### src/include/gbtu_pkg.sv
// Package of constants and types for the graphics block transfer unit
package gbtu_pkg;
  localparam int unsigned DW       = 32;
  localparam int unsigned AW       = 24;
  localparam int unsigned RAW      = 4;
  // Register indices on the plain register port
  localparam logic [3:0]  IDX_R0   = 4'h0;
  localparam logic [3:0]  IDX_R7   = 4'h7;
  localparam logic [3:0]  IDX_WID  = 4'h8;
  localparam logic [3:0]  IDX_FLG  = 4'h9;
  localparam logic [3:0]  IDX_CMD  = 4'hA;
  localparam logic [3:0]  IDX_STAT = 4'hB;
  localparam logic [31:0] REG_RST  = 32'h0000_0000;
  // Flag bit positions
  localparam int unsigned FLG_F    = 0;
  localparam int unsigned FLG_L    = 1;
  // Command word fields
  localparam int unsigned CMD_DA   = 17;
  localparam int unsigned CMD_AND  = 16;
  localparam int unsigned CMD_INV  = 15;
  localparam int unsigned CMD_OPH  = 13;
  localparam int unsigned CMD_OPL  = 10;
  localparam int unsigned CMD_IH   = 9;
  localparam int unsigned CMD_IL   = 8;
  localparam int unsigned CMD_OPT  = 8;
  // Command class in the low byte
  localparam logic [7:0]  CLS_BB   = 8'h0E;
  localparam logic [7:0]  CLS_WT   = 8'h01;
  localparam logic [7:0]  CLS_XB   = 8'h02;
  localparam logic [7:0]  CLS_PF   = 8'h03;
  localparam logic [7:0]  CLS_TB   = 8'h04;
  // Block operation codes and their i field
  localparam logic [3:0]  OP_AND   = 4'hA;
  localparam logic [3:0]  OP_OR    = 4'h6;
  localparam logic [3:0]  OP_XOR   = 4'hE;
  localparam logic [3:0]  OP_FOR   = 4'hC;
  localparam logic [3:0]  OP_COPY  = 4'h4;
  localparam logic [1:0]  I_AND    = 2'h3;
  localparam logic [1:0]  I_OTHER  = 2'h1;
  // Word step in bytes, word mask and word width in bits
  localparam logic [31:0] WSTEP    = 32'h0000_0002;
  localparam logic [15:0] ONES16   = 16'hFFFF;
  localparam logic [4:0]  WBITS    = 5'h10;

  typedef enum logic [4:0] {
    ST_IDLE, ST_BB_LINE, ST_BB_RSRC, ST_BB_RDST, ST_BB_WDST,
    ST_WT_RSRC, ST_WT_RDST, ST_WT_WDST,
    ST_XB_LINE, ST_XB_PRE, ST_XB_RSRC, ST_XB_RDST, ST_XB_WDST,
    ST_PF_WR, ST_TB_CHK, ST_TB_RD
  } gbtu_state_t;

  typedef struct packed {
    logic          rd;
    logic          wr;
    logic          ext;
    logic [AW-1:0] addr;
    logic [DW-1:0] wdata;
  } gbtu_mreq_t;
endpackage : gbtu_pkg

### src/gbtu_unit.sv
// Graphics block transfer unit: raster ops, fills and bit-run test
// Behaviour
// - Five block ops: AND, OR, XOR, fast OR, copy
// - Operands from R0-R7, width from stack (here the width register at IDX_WID)
// - Width counts source words per line
// - Horizontal by option, vertical by warp sign
// - Fast OR: true source, increasing only
// - Masks apply relative to source words
// - Encoding: D, X upper byte, inverse bit 15
// - Op and i field decode table
// - Word transfer ORs, stores, pointers plus two
// - Source word shifted up by shift count
// - Assisted: source read, dest read, write
// - Assisted: bytes, lines, signed increment, temp
// - Extra preload read unless low flag
// - Assisted: pointers past end plus warps
// - Fill stores pattern count times, steps
// - Fill ends: count zero, last address
// - Run test counts matching bits upward
// - Run test updates offset and result only
// - Found flag is completing bit value
// - Low flag when found or count reached, clear at offset limit
// - Zero mask bits keep destination bits
//
// Chosen here: the register offsets and the plain strobed port.
module gbtu_unit (
  input  wire logic                   i_clk,
  input  wire logic                   i_reset_n,
  input  wire logic [gbtu_pkg::RAW-1:0] i_addr,
  input  wire logic [gbtu_pkg::DW-1:0]  i_wdata,
  input  wire logic                   i_wr,
  input  wire logic                   i_rd,
  output logic      [gbtu_pkg::DW-1:0]  o_rdata,
  output gbtu_pkg::gbtu_mreq_t        o_mem,
  input  wire logic [gbtu_pkg::DW-1:0]  i_mem_rdata,
  input  wire logic                   i_mem_ack,
  output logic                        o_busy,
  output logic                        o_done
);
  import gbtu_pkg::*;

  gbtu_state_t st_r;
  logic [DW-1:0] r_r [8];
  logic [DW-1:0] wid_r;
  logic [DW-1:0] cnt_r;
  logic [23:0]   cmd_r;
  logic          f_r;
  logic          l_r;
  logic          first_r;
  logic [15:0]   prev_r;
  logic [15:0]   al_r;
  logic [15:0]   msk_r;
  gbtu_mreq_t    mreq_r;
  logic          done_r;

  // Combined op for block ops; zero mask bits keep destination
  function automatic logic [15:0] bb_res(input logic [3:0] op, input logic [15:0] s,
                                         input logic [15:0] d, input logic [15:0] m);
    logic [15:0] v;
    v = s;
    case (op)
      OP_AND:  v = s & d;
      OP_OR:   v = s | d;
      OP_FOR:  v = s | d;
      OP_XOR:  v = s ^ d;
      OP_COPY: v = s;
      default: v = d;
    endcase
    return (d & ~m) | (v & m);
  endfunction : bb_res

  // Op and i pairs that are legal block ops
  function automatic logic bb_legal(input logic [23:0] c);
    logic [3:0] op;
    logic [1:0] iv;
    op = c[CMD_OPH:CMD_OPL];
    iv = c[CMD_IH:CMD_IL];
    case (op)
      OP_AND:                  return iv == I_AND && c[CMD_AND];
      OP_OR, OP_XOR, OP_COPY:  return iv == I_OTHER && !c[CMD_AND];
      OP_FOR:                  return iv == I_OTHER && !c[CMD_AND];
      default:                 return 1'b0;
    endcase
  endfunction : bb_legal

  function automatic logic [AW-1:0] to_addr(input logic [DW-1:0] v);
    return v[AW-1:0];
  endfunction : to_addr

  logic          is_for;
  logic          bb_inv;
  logic [DW-1:0] bb_step;
  logic [3:0]    sh;
  logic [15:0]   src_w;
  logic [31:0]   al_full;
  logic [15:0]   msk_nxt;
  logic [DW-1:0] xb_abs;
  logic [DW-1:0] xb_left;
  logic [DW-1:0] tb_byte;
  logic          tb_bit;
  logic          start;

  // Fast OR forces true source and increasing direction
  assign is_for  = cmd_r[CMD_OPH:CMD_OPL] == OP_FOR;
  assign bb_inv  = cmd_r[CMD_INV] && !is_for;
  assign bb_step = (cmd_r[CMD_DA] && !is_for) ? -WSTEP : WSTEP;
  assign sh      = r_r[2][3:0];
  assign src_w   = i_mem_rdata[15:0] ^ (bb_inv ? ONES16 : 16'h0000);
  // Carry bits of the previous source word fill the low end
  assign al_full = ({16'h0000, src_w} << sh) |
                   ({16'h0000, prev_r} >> (WBITS - {1'b0, sh}));
  // First mask on first source word, second on last
  assign msk_nxt = (first_r ? r_r[4][15:0] : ONES16) &
                   ((cnt_r == 32'd1) ? r_r[5][15:0] : ONES16);
  assign xb_abs  = r_r[4][DW-1] ? -r_r[4] : r_r[4];
  assign xb_left = r_r[5] - xb_abs;
  assign tb_byte = r_r[0] + {{3{r_r[1][DW-1]}}, r_r[1][DW-1:3]};
  assign tb_bit  = i_mem_rdata[r_r[1][2:0]];
  assign start   = i_wr && i_addr == IDX_CMD && st_r == ST_IDLE;

  always_ff @(posedge i_clk) begin
    if (!i_reset_n) begin
      st_r    <= ST_IDLE;
      for (int k = 0; k < 8; k++) begin
        r_r[k] <= REG_RST;
      end
      wid_r   <= REG_RST;
      cnt_r   <= REG_RST;
      cmd_r   <= 24'h00_0000;
      f_r     <= 1'b0;
      l_r     <= 1'b0;
      first_r <= 1'b0;
      prev_r  <= 16'h0000;
      al_r    <= 16'h0000;
      msk_r   <= 16'h0000;
      mreq_r  <= '0;
      done_r  <= 1'b0;
    end else begin
      done_r <= 1'b0;
      case (st_r)
        ST_IDLE: begin
          if (i_wr && i_addr <= IDX_R7) begin
            r_r[i_addr[2:0]] <= i_wdata;
          end
          if (i_wr && i_addr == IDX_WID) begin
            wid_r <= i_wdata;
          end
          if (i_wr && i_addr == IDX_FLG) begin
            f_r <= i_wdata[FLG_F];
            l_r <= i_wdata[FLG_L];
          end
          if (start) begin
            cmd_r <= i_wdata[23:0];
            case (i_wdata[7:0])
              CLS_BB: begin
                if (bb_legal(i_wdata[23:0])) begin
                  st_r <= ST_BB_LINE;
                end else begin
                  done_r <= 1'b1;
                end
              end
              CLS_WT: begin
                mreq_r <= '{rd: 1'b1, wr: 1'b0, ext: 1'b0,
                            addr: to_addr(r_r[0]), wdata: '0};
                st_r   <= ST_WT_RSRC;
              end
              CLS_XB:  st_r <= ST_XB_LINE;
              CLS_PF:  st_r <= ST_PF_WR;
              CLS_TB: begin
                r_r[2] <= REG_RST;
                st_r   <= ST_TB_CHK;
              end
              default: done_r <= 1'b1;
            endcase
          end
        end
        // Outer loop: one pass per line, height counts down
        ST_BB_LINE: begin
          if (r_r[3] == REG_RST || wid_r == REG_RST) begin
            st_r   <= ST_IDLE;
            done_r <= 1'b1;
          end else begin
            cnt_r   <= wid_r;
            first_r <= 1'b1;
            prev_r  <= 16'h0000;
            mreq_r  <= '{rd: 1'b1, wr: 1'b0, ext: 1'b0,
                         addr: to_addr(r_r[0]), wdata: '0};
            st_r    <= ST_BB_RSRC;
          end
        end
        ST_BB_RSRC: begin
          if (i_mem_ack) begin
            prev_r <= src_w;
            al_r   <= al_full[15:0];
            msk_r  <= msk_nxt;
            mreq_r <= '{rd: 1'b1, wr: 1'b0, ext: 1'b0,
                        addr: to_addr(r_r[1]), wdata: '0};
            st_r   <= ST_BB_RDST;
          end
        end
        ST_BB_RDST: begin
          if (i_mem_ack) begin
            mreq_r <= '{rd: 1'b0, wr: 1'b1, ext: 1'b0, addr: to_addr(r_r[1]),
                        wdata: {16'h0000, bb_res(cmd_r[CMD_OPH:CMD_OPL], al_r,
                                                 i_mem_rdata[15:0], msk_r)}};
            st_r   <= ST_BB_WDST;
          end
        end
        ST_BB_WDST: begin
          if (i_mem_ack) begin
            first_r <= 1'b0;
            cnt_r   <= cnt_r - 32'd1;
            if (cnt_r == 32'd1) begin
              // Signed warps pick up or down for the next line
              r_r[0] <= r_r[0] + bb_step + r_r[6];
              r_r[1] <= r_r[1] + bb_step + r_r[7];
              r_r[3] <= r_r[3] - 32'd1;
              mreq_r <= '0;
              st_r   <= ST_BB_LINE;
            end else begin
              r_r[0] <= r_r[0] + bb_step;
              r_r[1] <= r_r[1] + bb_step;
              mreq_r <= '{rd: 1'b1, wr: 1'b0, ext: 1'b0,
                          addr: to_addr(r_r[0] + bb_step), wdata: '0};
              st_r   <= ST_BB_RSRC;
            end
          end
        end
        ST_WT_RSRC: begin
          if (i_mem_ack) begin
            al_r   <= i_mem_rdata[15:0];
            mreq_r <= '{rd: 1'b1, wr: 1'b0, ext: 1'b0,
                        addr: to_addr(r_r[1]), wdata: '0};
            st_r   <= ST_WT_RDST;
          end
        end
        ST_WT_RDST: begin
          if (i_mem_ack) begin
            // No masking: source assumed clean
            mreq_r <= '{rd: 1'b0, wr: 1'b1, ext: 1'b0, addr: to_addr(r_r[1]),
                        wdata: i_mem_rdata | ({16'h0000, al_r} << sh)};
            st_r   <= ST_WT_WDST;
          end
        end
        ST_WT_WDST: begin
          if (i_mem_ack) begin
            r_r[0] <= r_r[0] + WSTEP;
            r_r[1] <= r_r[1] + WSTEP;
            mreq_r <= '0;
            done_r <= 1'b1;
            st_r   <= ST_IDLE;
          end
        end
        // External unit control is loaded by software beforehand
        ST_XB_LINE: begin
          if (r_r[3] == REG_RST || r_r[2] == REG_RST) begin
            done_r <= 1'b1;
            st_r   <= ST_IDLE;
          end else begin
            r_r[5] <= r_r[2];
            mreq_r <= '{rd: 1'b1, wr: 1'b0, ext: 1'b1,
                        addr: to_addr(r_r[0]), wdata: '0};
            st_r   <= l_r ? ST_XB_RSRC : ST_XB_PRE;
          end
        end
        ST_XB_PRE: begin
          if (i_mem_ack) begin
            r_r[0] <= r_r[0] + r_r[4];
            mreq_r <= '{rd: 1'b1, wr: 1'b0, ext: 1'b1,
                        addr: to_addr(r_r[0] + r_r[4]), wdata: '0};
            st_r   <= ST_XB_RSRC;
          end
        end
        ST_XB_RSRC: begin
          if (i_mem_ack) begin
            r_r[0] <= r_r[0] + r_r[4];
            mreq_r <= '{rd: 1'b1, wr: 1'b0, ext: 1'b1,
                        addr: to_addr(r_r[1]), wdata: '0};
            st_r   <= ST_XB_RDST;
          end
        end
        ST_XB_RDST: begin
          if (i_mem_ack) begin
            // Write data comes from the external unit
            mreq_r <= '{rd: 1'b0, wr: 1'b1, ext: 1'b1,
                        addr: to_addr(r_r[1]), wdata: '0};
            st_r   <= ST_XB_WDST;
          end
        end
        ST_XB_WDST: begin
          if (i_mem_ack) begin
            r_r[5] <= xb_left;
            if ($signed(xb_left) <= 0) begin
              r_r[0] <= r_r[0] + r_r[6];
              r_r[1] <= r_r[1] + r_r[4] + r_r[7];
              r_r[3] <= r_r[3] - 32'd1;
              mreq_r <= '0;
              st_r   <= ST_XB_LINE;
            end else begin
              r_r[1] <= r_r[1] + r_r[4];
              mreq_r <= '{rd: 1'b1, wr: 1'b0, ext: 1'b1,
                          addr: to_addr(r_r[0]), wdata: '0};
              st_r   <= ST_XB_RSRC;
            end
          end
        end
        // Write issued first, then the count steps
        ST_PF_WR: begin
          if (!mreq_r.wr) begin
            if (r_r[2] == REG_RST) begin
              done_r <= 1'b1;
              st_r   <= ST_IDLE;
            end else begin
              mreq_r <= '{rd: 1'b0, wr: 1'b1, ext: 1'b0,
                          addr: to_addr(r_r[0]), wdata: r_r[3]};
            end
          end else if (i_mem_ack) begin
            mreq_r <= '0;
            r_r[2] <= r_r[2] - 32'd1;
            if (r_r[2] != 32'd1) begin
              r_r[0] <= r_r[0] + r_r[1];
            end
          end
        end
        ST_TB_CHK: begin
          if (r_r[2] == r_r[3]) begin
            f_r    <= cmd_r[CMD_OPT];
            l_r    <= 1'b1;
            done_r <= 1'b1;
            st_r   <= ST_IDLE;
          end else if ($signed(r_r[1]) >= $signed(r_r[4])) begin
            f_r    <= cmd_r[CMD_OPT];
            l_r    <= 1'b0;
            done_r <= 1'b1;
            st_r   <= ST_IDLE;
          end else begin
            mreq_r <= '{rd: 1'b1, wr: 1'b0, ext: 1'b0,
                        addr: to_addr(tb_byte), wdata: '0};
            st_r   <= ST_TB_RD;
          end
        end
        // One byte read per bit: slow but simple
        ST_TB_RD: begin
          if (i_mem_ack) begin
            mreq_r <= '0;
            if (tb_bit == cmd_r[CMD_OPT]) begin
              r_r[1] <= r_r[1] + 32'd1;
              r_r[2] <= r_r[2] + 32'd1;
              st_r   <= ST_TB_CHK;
            end else begin
              f_r    <= tb_bit;
              l_r    <= 1'b1;
              done_r <= 1'b1;
              st_r   <= ST_IDLE;
            end
          end
        end
        default: st_r <= ST_IDLE;
      endcase
    end
  end

  // Read data valid the cycle after the strobe
  always_ff @(posedge i_clk) begin
    if (!i_reset_n) begin
      o_rdata <= REG_RST;
    end else if (i_rd) begin
      if (i_addr <= IDX_R7) begin
        o_rdata <= r_r[i_addr[2:0]];
      end else if (i_addr == IDX_WID) begin
        o_rdata <= wid_r;
      end else if (i_addr == IDX_FLG) begin
        o_rdata <= {30'h0, l_r, f_r};
      end else if (i_addr == IDX_CMD) begin
        o_rdata <= {8'h00, cmd_r};
      end else if (i_addr == IDX_STAT) begin
        o_rdata <= {31'h0, st_r != ST_IDLE};
      end else begin
        o_rdata <= REG_RST;
      end
    end else begin
      o_rdata <= REG_RST;
    end
  end

  assign o_mem  = mreq_r;
  assign o_busy = st_r != ST_IDLE;
  assign o_done = done_r;
endmodule : gbtu_unit

### config.mk
export PLATFORM = sky130hd
export DESIGN_NAME = gbtu_unit
export DESIGN_NICKNAME = d
export VERILOG_FILES = /design/src/include/gbtu_pkg.sv /design/src/gbtu_unit.sv
export SDC_FILE = /design/constraint.sdc
export NUM_CORES = 2
export LEC_CHECK = 0
export BUFFER_PORTS_ARGS = -buffer_cell sky130_fd_sc_hd__buf_2
export CORE_ASPECT_RATIO = 2
export CORE_MARGIN = 8
export CORE_UTILIZATION = 30
export CTS_CLUSTER_DIAMETER = 80
export DETAILED_ROUTE_END_ITERATION = 8
export HOLD_SLACK_MARGIN = 0.05
export PLACE_DENSITY_LB_ADDON = 0.2
export SLEW_MARGIN = 20
export SYNTH_ARGS = -nofsm -noshare
export SYNTH_HDL_FRONTEND = slang
export SYNTH_SLANG_ARGS = --single-unit
### constraint.sdc
create_clock -name i_clk -period 10.8 [get_ports i_clk]
set_clock_uncertainty 0.1 [all_clocks]
set_input_delay 0.54 -clock i_clk [delete_from_list [all_inputs] [get_ports i_clk]]
set_output_delay 0.54 -clock i_clk [all_outputs]
set_load 0.01 [all_outputs]
; ---- Word level (Yosys, flattened, before mapping)
; Memory sizes are Yosys's and may differ from the RTL's.
; Cells that the tools add are included.
[totals]
elab_cells = 372
mem_bits_rw = 256
input_bits = 73
out_inout_bits = 93
register_bits = 236
mem_count = 1
[memory_table]
columns = name, words, word_bits, rd, rd_ports_with_merged_regs, wr, line_no
row1 = r_r, 8, 32, 9, 0, 8, gbtu_unit.sv:43  ; logic [DW-1:0] r_r [8];
[op_classes]
muxes = 188
shifts = 3
n_eq_ne = 68
bitwise_logic = 31
n_reduce_logical = 40
order_cmp = 4
n_addsub = 20
[op_table]
columns = cell, count
row1 = 2-to-1 mux 59 bit, 20
row2 = 2-to-1 mux 32 bit, 27
row3 = case mux 59 bit (14 select lines), 1
row4 = adder 32 bit, 9
row5 = 2-to-1 mux 16 bit, 10
row6 = logical NOT 32 bit, 3
row7 = subtractor 32 x 1 -> 32 bit (second input constant), 3
row8 = 2-to-1 mux 1 bit, 91
row9 = case mux 5 bit (16 select lines), 1
row10 = 2-to-1 mux 5 bit, 15
row11 = adder 32 x 1 -> 32 bit (second input constant), 2
row12 = adder 32 x 2 -> 32 bit (second input constant), 2
row13 = AND 16 bit, 4
row14 = case mux 16 bit (2 select lines), 2
row15 = case mux 16 bit (4 select lines), 1
row16 = case mux 32 bit (2 select lines), 1
row17 = 2-to-1 mux 24 bit, 2
row18 = OR 16 bit, 3
row19 = == test 4 bit (second input constant), 10
row20 = == test 5 x 4 -> 1 bit (second input constant), 8
row21 = != test 2 bit (second input constant), 19
row22 = == test 32 x 1 -> 1 bit (second input constant), 1
row23 = == test 32 bit, 1
row24 = greater-or-equal comparator 32 bit, 1
row25 = 53 further kinds, 117

; ---- Longest topological paths before layout
[depth]
word_depth = 14
depth_mapped = 28

; ---- Worst setup path before layout
; No wires, ideal clock.
[synth_timing]
kind = reg2reg
start = memory r_r[4][10]
end = memory r_r[0][10] (enable)
stages_incl_launch_ff = 20
t_required_ns = 10.082
setup_slack_ns = 4.368
arrival_ns = 5.714
cell_sequence = edfxtp_1 -> or4_4 -> or3_4 -> or3_2 -> o41ai_1 -> xnor2_1 -> ha_1 -> clkbuf_1 -> and2_1 -> nand3_1 -> o21ba_2 -> or3b_2 -> o21ba_2 -> xnor2_1 -> nor2_1 -> and4_1 -> o21ai_1 -> buf_2 -> buf_6 -> nand4_1
[synth_lines]
columns = item, line_no
row1 = "start, declared", gbtu_unit.sv:43

==> impl_metrics.csv <==
group,metric,value,unit
routing,antenna_left,0,
power_and_ir_drop,p_per_area,113.5,nW/um^2
yosys,synth_ff_type,"edfxtp_1",
timing,fin_ws,2.639,ns
timing,drv_slew,0,
routing,drc,0,
clock_network,ctsHoldBuffers,0,
setup_path,critPathMaxStageDelay,0.79,ns
floorplan,core_area,171100,sq um
grt,antenna_found_initial,50,
power_and_ir_drop,switching_share,0.4028,
clock_network,cts.path.max_buffers,3,
grt,grt_pass1_vias,54862,
power_and_ir_drop,internal_power,3.881,mW
power_and_ir_drop,power.ir.vdd_worst,0.1505,mV
final_layout,syn_to_final_growth,11.11,%
clock_network,cts_num_sinks,491,
power_and_ir_drop,p_seq_frac,0.335,
yosys,synth_fp_nets,6937,
status,status,"finished clean",
timing,tightestPinTransition,1.304,ns
clock_network,cts_setup_buffers,0,
timing,clock.fmax,0.1225,GHz
timing,final.min_clock_period,8.161,ns
yosys,synth_area,51520,sq um
power_and_ir_drop,clkPwrFrac,0.331,
yosys,synth.distinct_cells,100,
grt,grt_pass1_wl,443.9,mm
setup_path,worst_setup_path_start_kind,"flop",
timing,rsz0062_at_grt,"false",
grt,overflow,0,
power_and_ir_drop,combPwrFrac,0.333,
timing,setup_viol,0,
placement,dp_worst_setup_slack,2.685,ns
final_layout,finalInstanceArea,57240,sq um
placement,dp_hpwl,254.3,mm
yosys,syn-mean-instance-area,7.988,sq um
floorplan,die_w,309.0,microns
clock_network,cts_made_buffers,54,
grt,grt_max_degree,84,
clock_network,path_clk_slew,0.07,ns
routing,dr.pass1.iters,8,
routing,dr.first_iter.drc_count,6042,
setup_path,cp_max_fo,27,
setup_path,arrival,8.47,ns
routing,wl,326.8,mm
floorplan,num_rows,215,
flow_run,maxCapViolations,0,
timing,setup_tns,0,ns
floorplan,chipHeight,602.1,microns
setup_path,end_kind,"flop",
setup_path,slowest_stage,"o41ai_1",
yosys,postSynthCellCount,6450,
final_layout,drive_gt1_frac,0.1017,
floorplan,num_io_pins,166,
clock_network,clkLatencyLatePin,0.74,ns
yosys,ys_async_sr_fraction,0,
yosys,synth-edff-count,256,
floorplan,initial_core_util,0.3011,
clock_network,htree_levels,2,
timing,finalCritPeriodShare,0.7556,
timing,slew_headroom,0.1276,
power_and_ir_drop,leakagePower,22.33,nW
hold_path,holdCritPathClass,"input port to flop",
routing,via_per_inst,6.401,
placement,port_buffers,165,
yosys,synth_seq_area_share,0.2405,
final_layout,fillers,18414,
routing,wl_per_cell,37.17,microns
placement,gp_congestion,1.073,
yosys,synth_seq_cells,491,
routing,dr_total_vias,56283,
clock_network,cts-root-buf,"clkbuf_16",
placement,place_area,55170,sq um
power_and_ir_drop,p_switching,2.617,mW
final_layout,nets,6922,
setup_path,cp.required,11.11,ns
clock_network,cts_tree,"built",
clock_network,cts.repair.resized,0,
yosys,ys_warn_count,0,
floorplan,dieArea,186100,sq um
timing,hold_violations,0,
grt,grt_use_total,0.3378,
setup_path,crit_type,"flop to flop",
[per-stage QoR]
step / utilization / instances / total power, mW / hold slack (ns)
global placement: 0.3224 / 8657 / 4.294 / 0.3411
finish: 0.3346 / 8793 / 6.498 / 0.1167
detailed placement: 0.3224 / 8657 / 4.292 / 0.3468
CTS: 0.3337 / 8756 / 6.433 / 0.08754
global route: 0.3341 / 8761 / 6.648 / 0.1408
floorplan: - / 6450 / 3.425 / 0.3314
[power by group through the flow]
stage | clock, mW | combinational [mW] | sequential [mW]
finish | 2.15 | 2.17 | 2.18
global route | 2.21 | 2.26 | 2.17
CTS | 2.17 | 2.09 | 2.17
detailed placement | 0 | 2.08 | 2.21
global placement | 0 | 2.08 | 2.21
floorplan | 0 | 1.31 | 2.12
[layout make-up]
class	count	area, sq um	area share
sequential	491	12390	0.2165
multi-input combinational	5326	36890	0.6445
antenna	37	92.59	0.001618
clock inverter	35	405.4	0.007082
tap	2278	2850	0.04979
clock buffer	64	1526	0.02667
timing repair buffer	363	2335	0.04079
inverter	199	749.5	0.01309
[synthesized netlist by cell type, types with 60 or more instances]
cell type | n | share of area
nor3_1 | 144 | 0.014
mux2i_1 | 80 | 0.016
nand3_1 | 139 | 0.014
and2_1 | 145 | 0.018
edfxtp_1 | 256 | 0.15
a31oi_1 | 81 | 0.0098
mux4_2 | 63 | 0.028
nand4_1 | 61 | 0.0074
inv_1 | 198 | 0.014
xor2_1 | 210 | 0.036
dfxtp_1 | 235 | 0.091
a21oi_1 | 617 | 0.060
ha_1 | 403 | 0.098
o21ai_0 | 445 | 0.043
nor2b_1 | 60 | 0.0073
o211ai_1 | 68 | 0.0099
nand2_1 | 565 | 0.041
nor4_1 | 60 | 0.0073
xnor2_1 | 317 | 0.054
nor2_1 | 518 | 0.038
a22oi_1 | 94 | 0.014
a21o_1 | 176 | 0.026
clkbuf_1 | 385 | 0.028
and3_1 | 73 | 0.0089
a221oi_1 | 62 | 0.011
a211oi_1 | 118 | 0.017
[worst paths after layout]
kind | from | endpoint | slack, ns | cells past startpoint
max reg2reg | cmd_r[10]$_SDFFE_PN0P_ | r_r[1][31]$_DFFE_PP_ | 2.64 | 26
min reg2reg | cmd_r[3]$_SDFFE_PN0P_ | cmd_r[3]$_SDFFE_PN0P_ | 0.36 | 2
max | cmd_r[10]$_SDFFE_PN0P_ | r_r[1][31]$_DFFE_PP_ | 2.64 | 26
min | i_mem_rdata[18] | o_mem[18]$_SDFFE_PN0P_ | 0.12 | 3
[sequential cells by signal, summed over array words and instances (netlist names)]
register and flops:
msk_r 16, r_r 256, wid_r 32, al_r 16, st_r 4, prev_r 16
o_rdata 32, o_done 1, cnt_r 32, cmd_r 24, f_r 1, first_r 1
o_mem 59, l_r 1
[worst max-delay path, delay by kind of cell (launching register included)]
kind            cells  cell delay [ns]
xor+xnor            3             0.50
buf+inv             2             0.99
flops               1             0.46
fa+ha+maj           2             0.72
compound gates     12             3.41
simple gates        7             1.60
[cell usage in the layout, fill, tap and decap left out, types with 138 or more instances in the layout]
cell / n
buf_2: 161
nand3_1: 138
edfxtp_1: 256
a21o_1: 176
ha_1: 403
and2_1: 144
dfxtp_1: 234
xor2_1: 210
inv_1: 197
nand2_1: 563
buf_4: 201
o21ai_0: 441
xnor2_1: 313
nor2_1: 508
a21oi_1: 617
[logic make-up after synthesis]
| kind of cell | count (synthesis) | share of synthesized area |
|---|---|---|
| AO/OA/AOI/OAI | 2214 | 0.2814 |
| XOR/XNOR | 529 | 0.09037 |
| adder cells (fa/ha/maj) | 414 | 0.1021 |
| buffers and inverters | 633 | 0.04838 |
| flip-flops | 491 | 0.2405 |
| multiplexers | 174 | 0.04986 |
| AND/OR/NAND/NOR | 1995 | 0.1874 |
[metal layers]
layer	GRT usage	wire length (microns)
met2	0.5746	156800
met5	0	88
met3	0.06775	22810
met1	0.3261	103600
met4	0.3560	43470
Power figures use the tool's default switching activity.
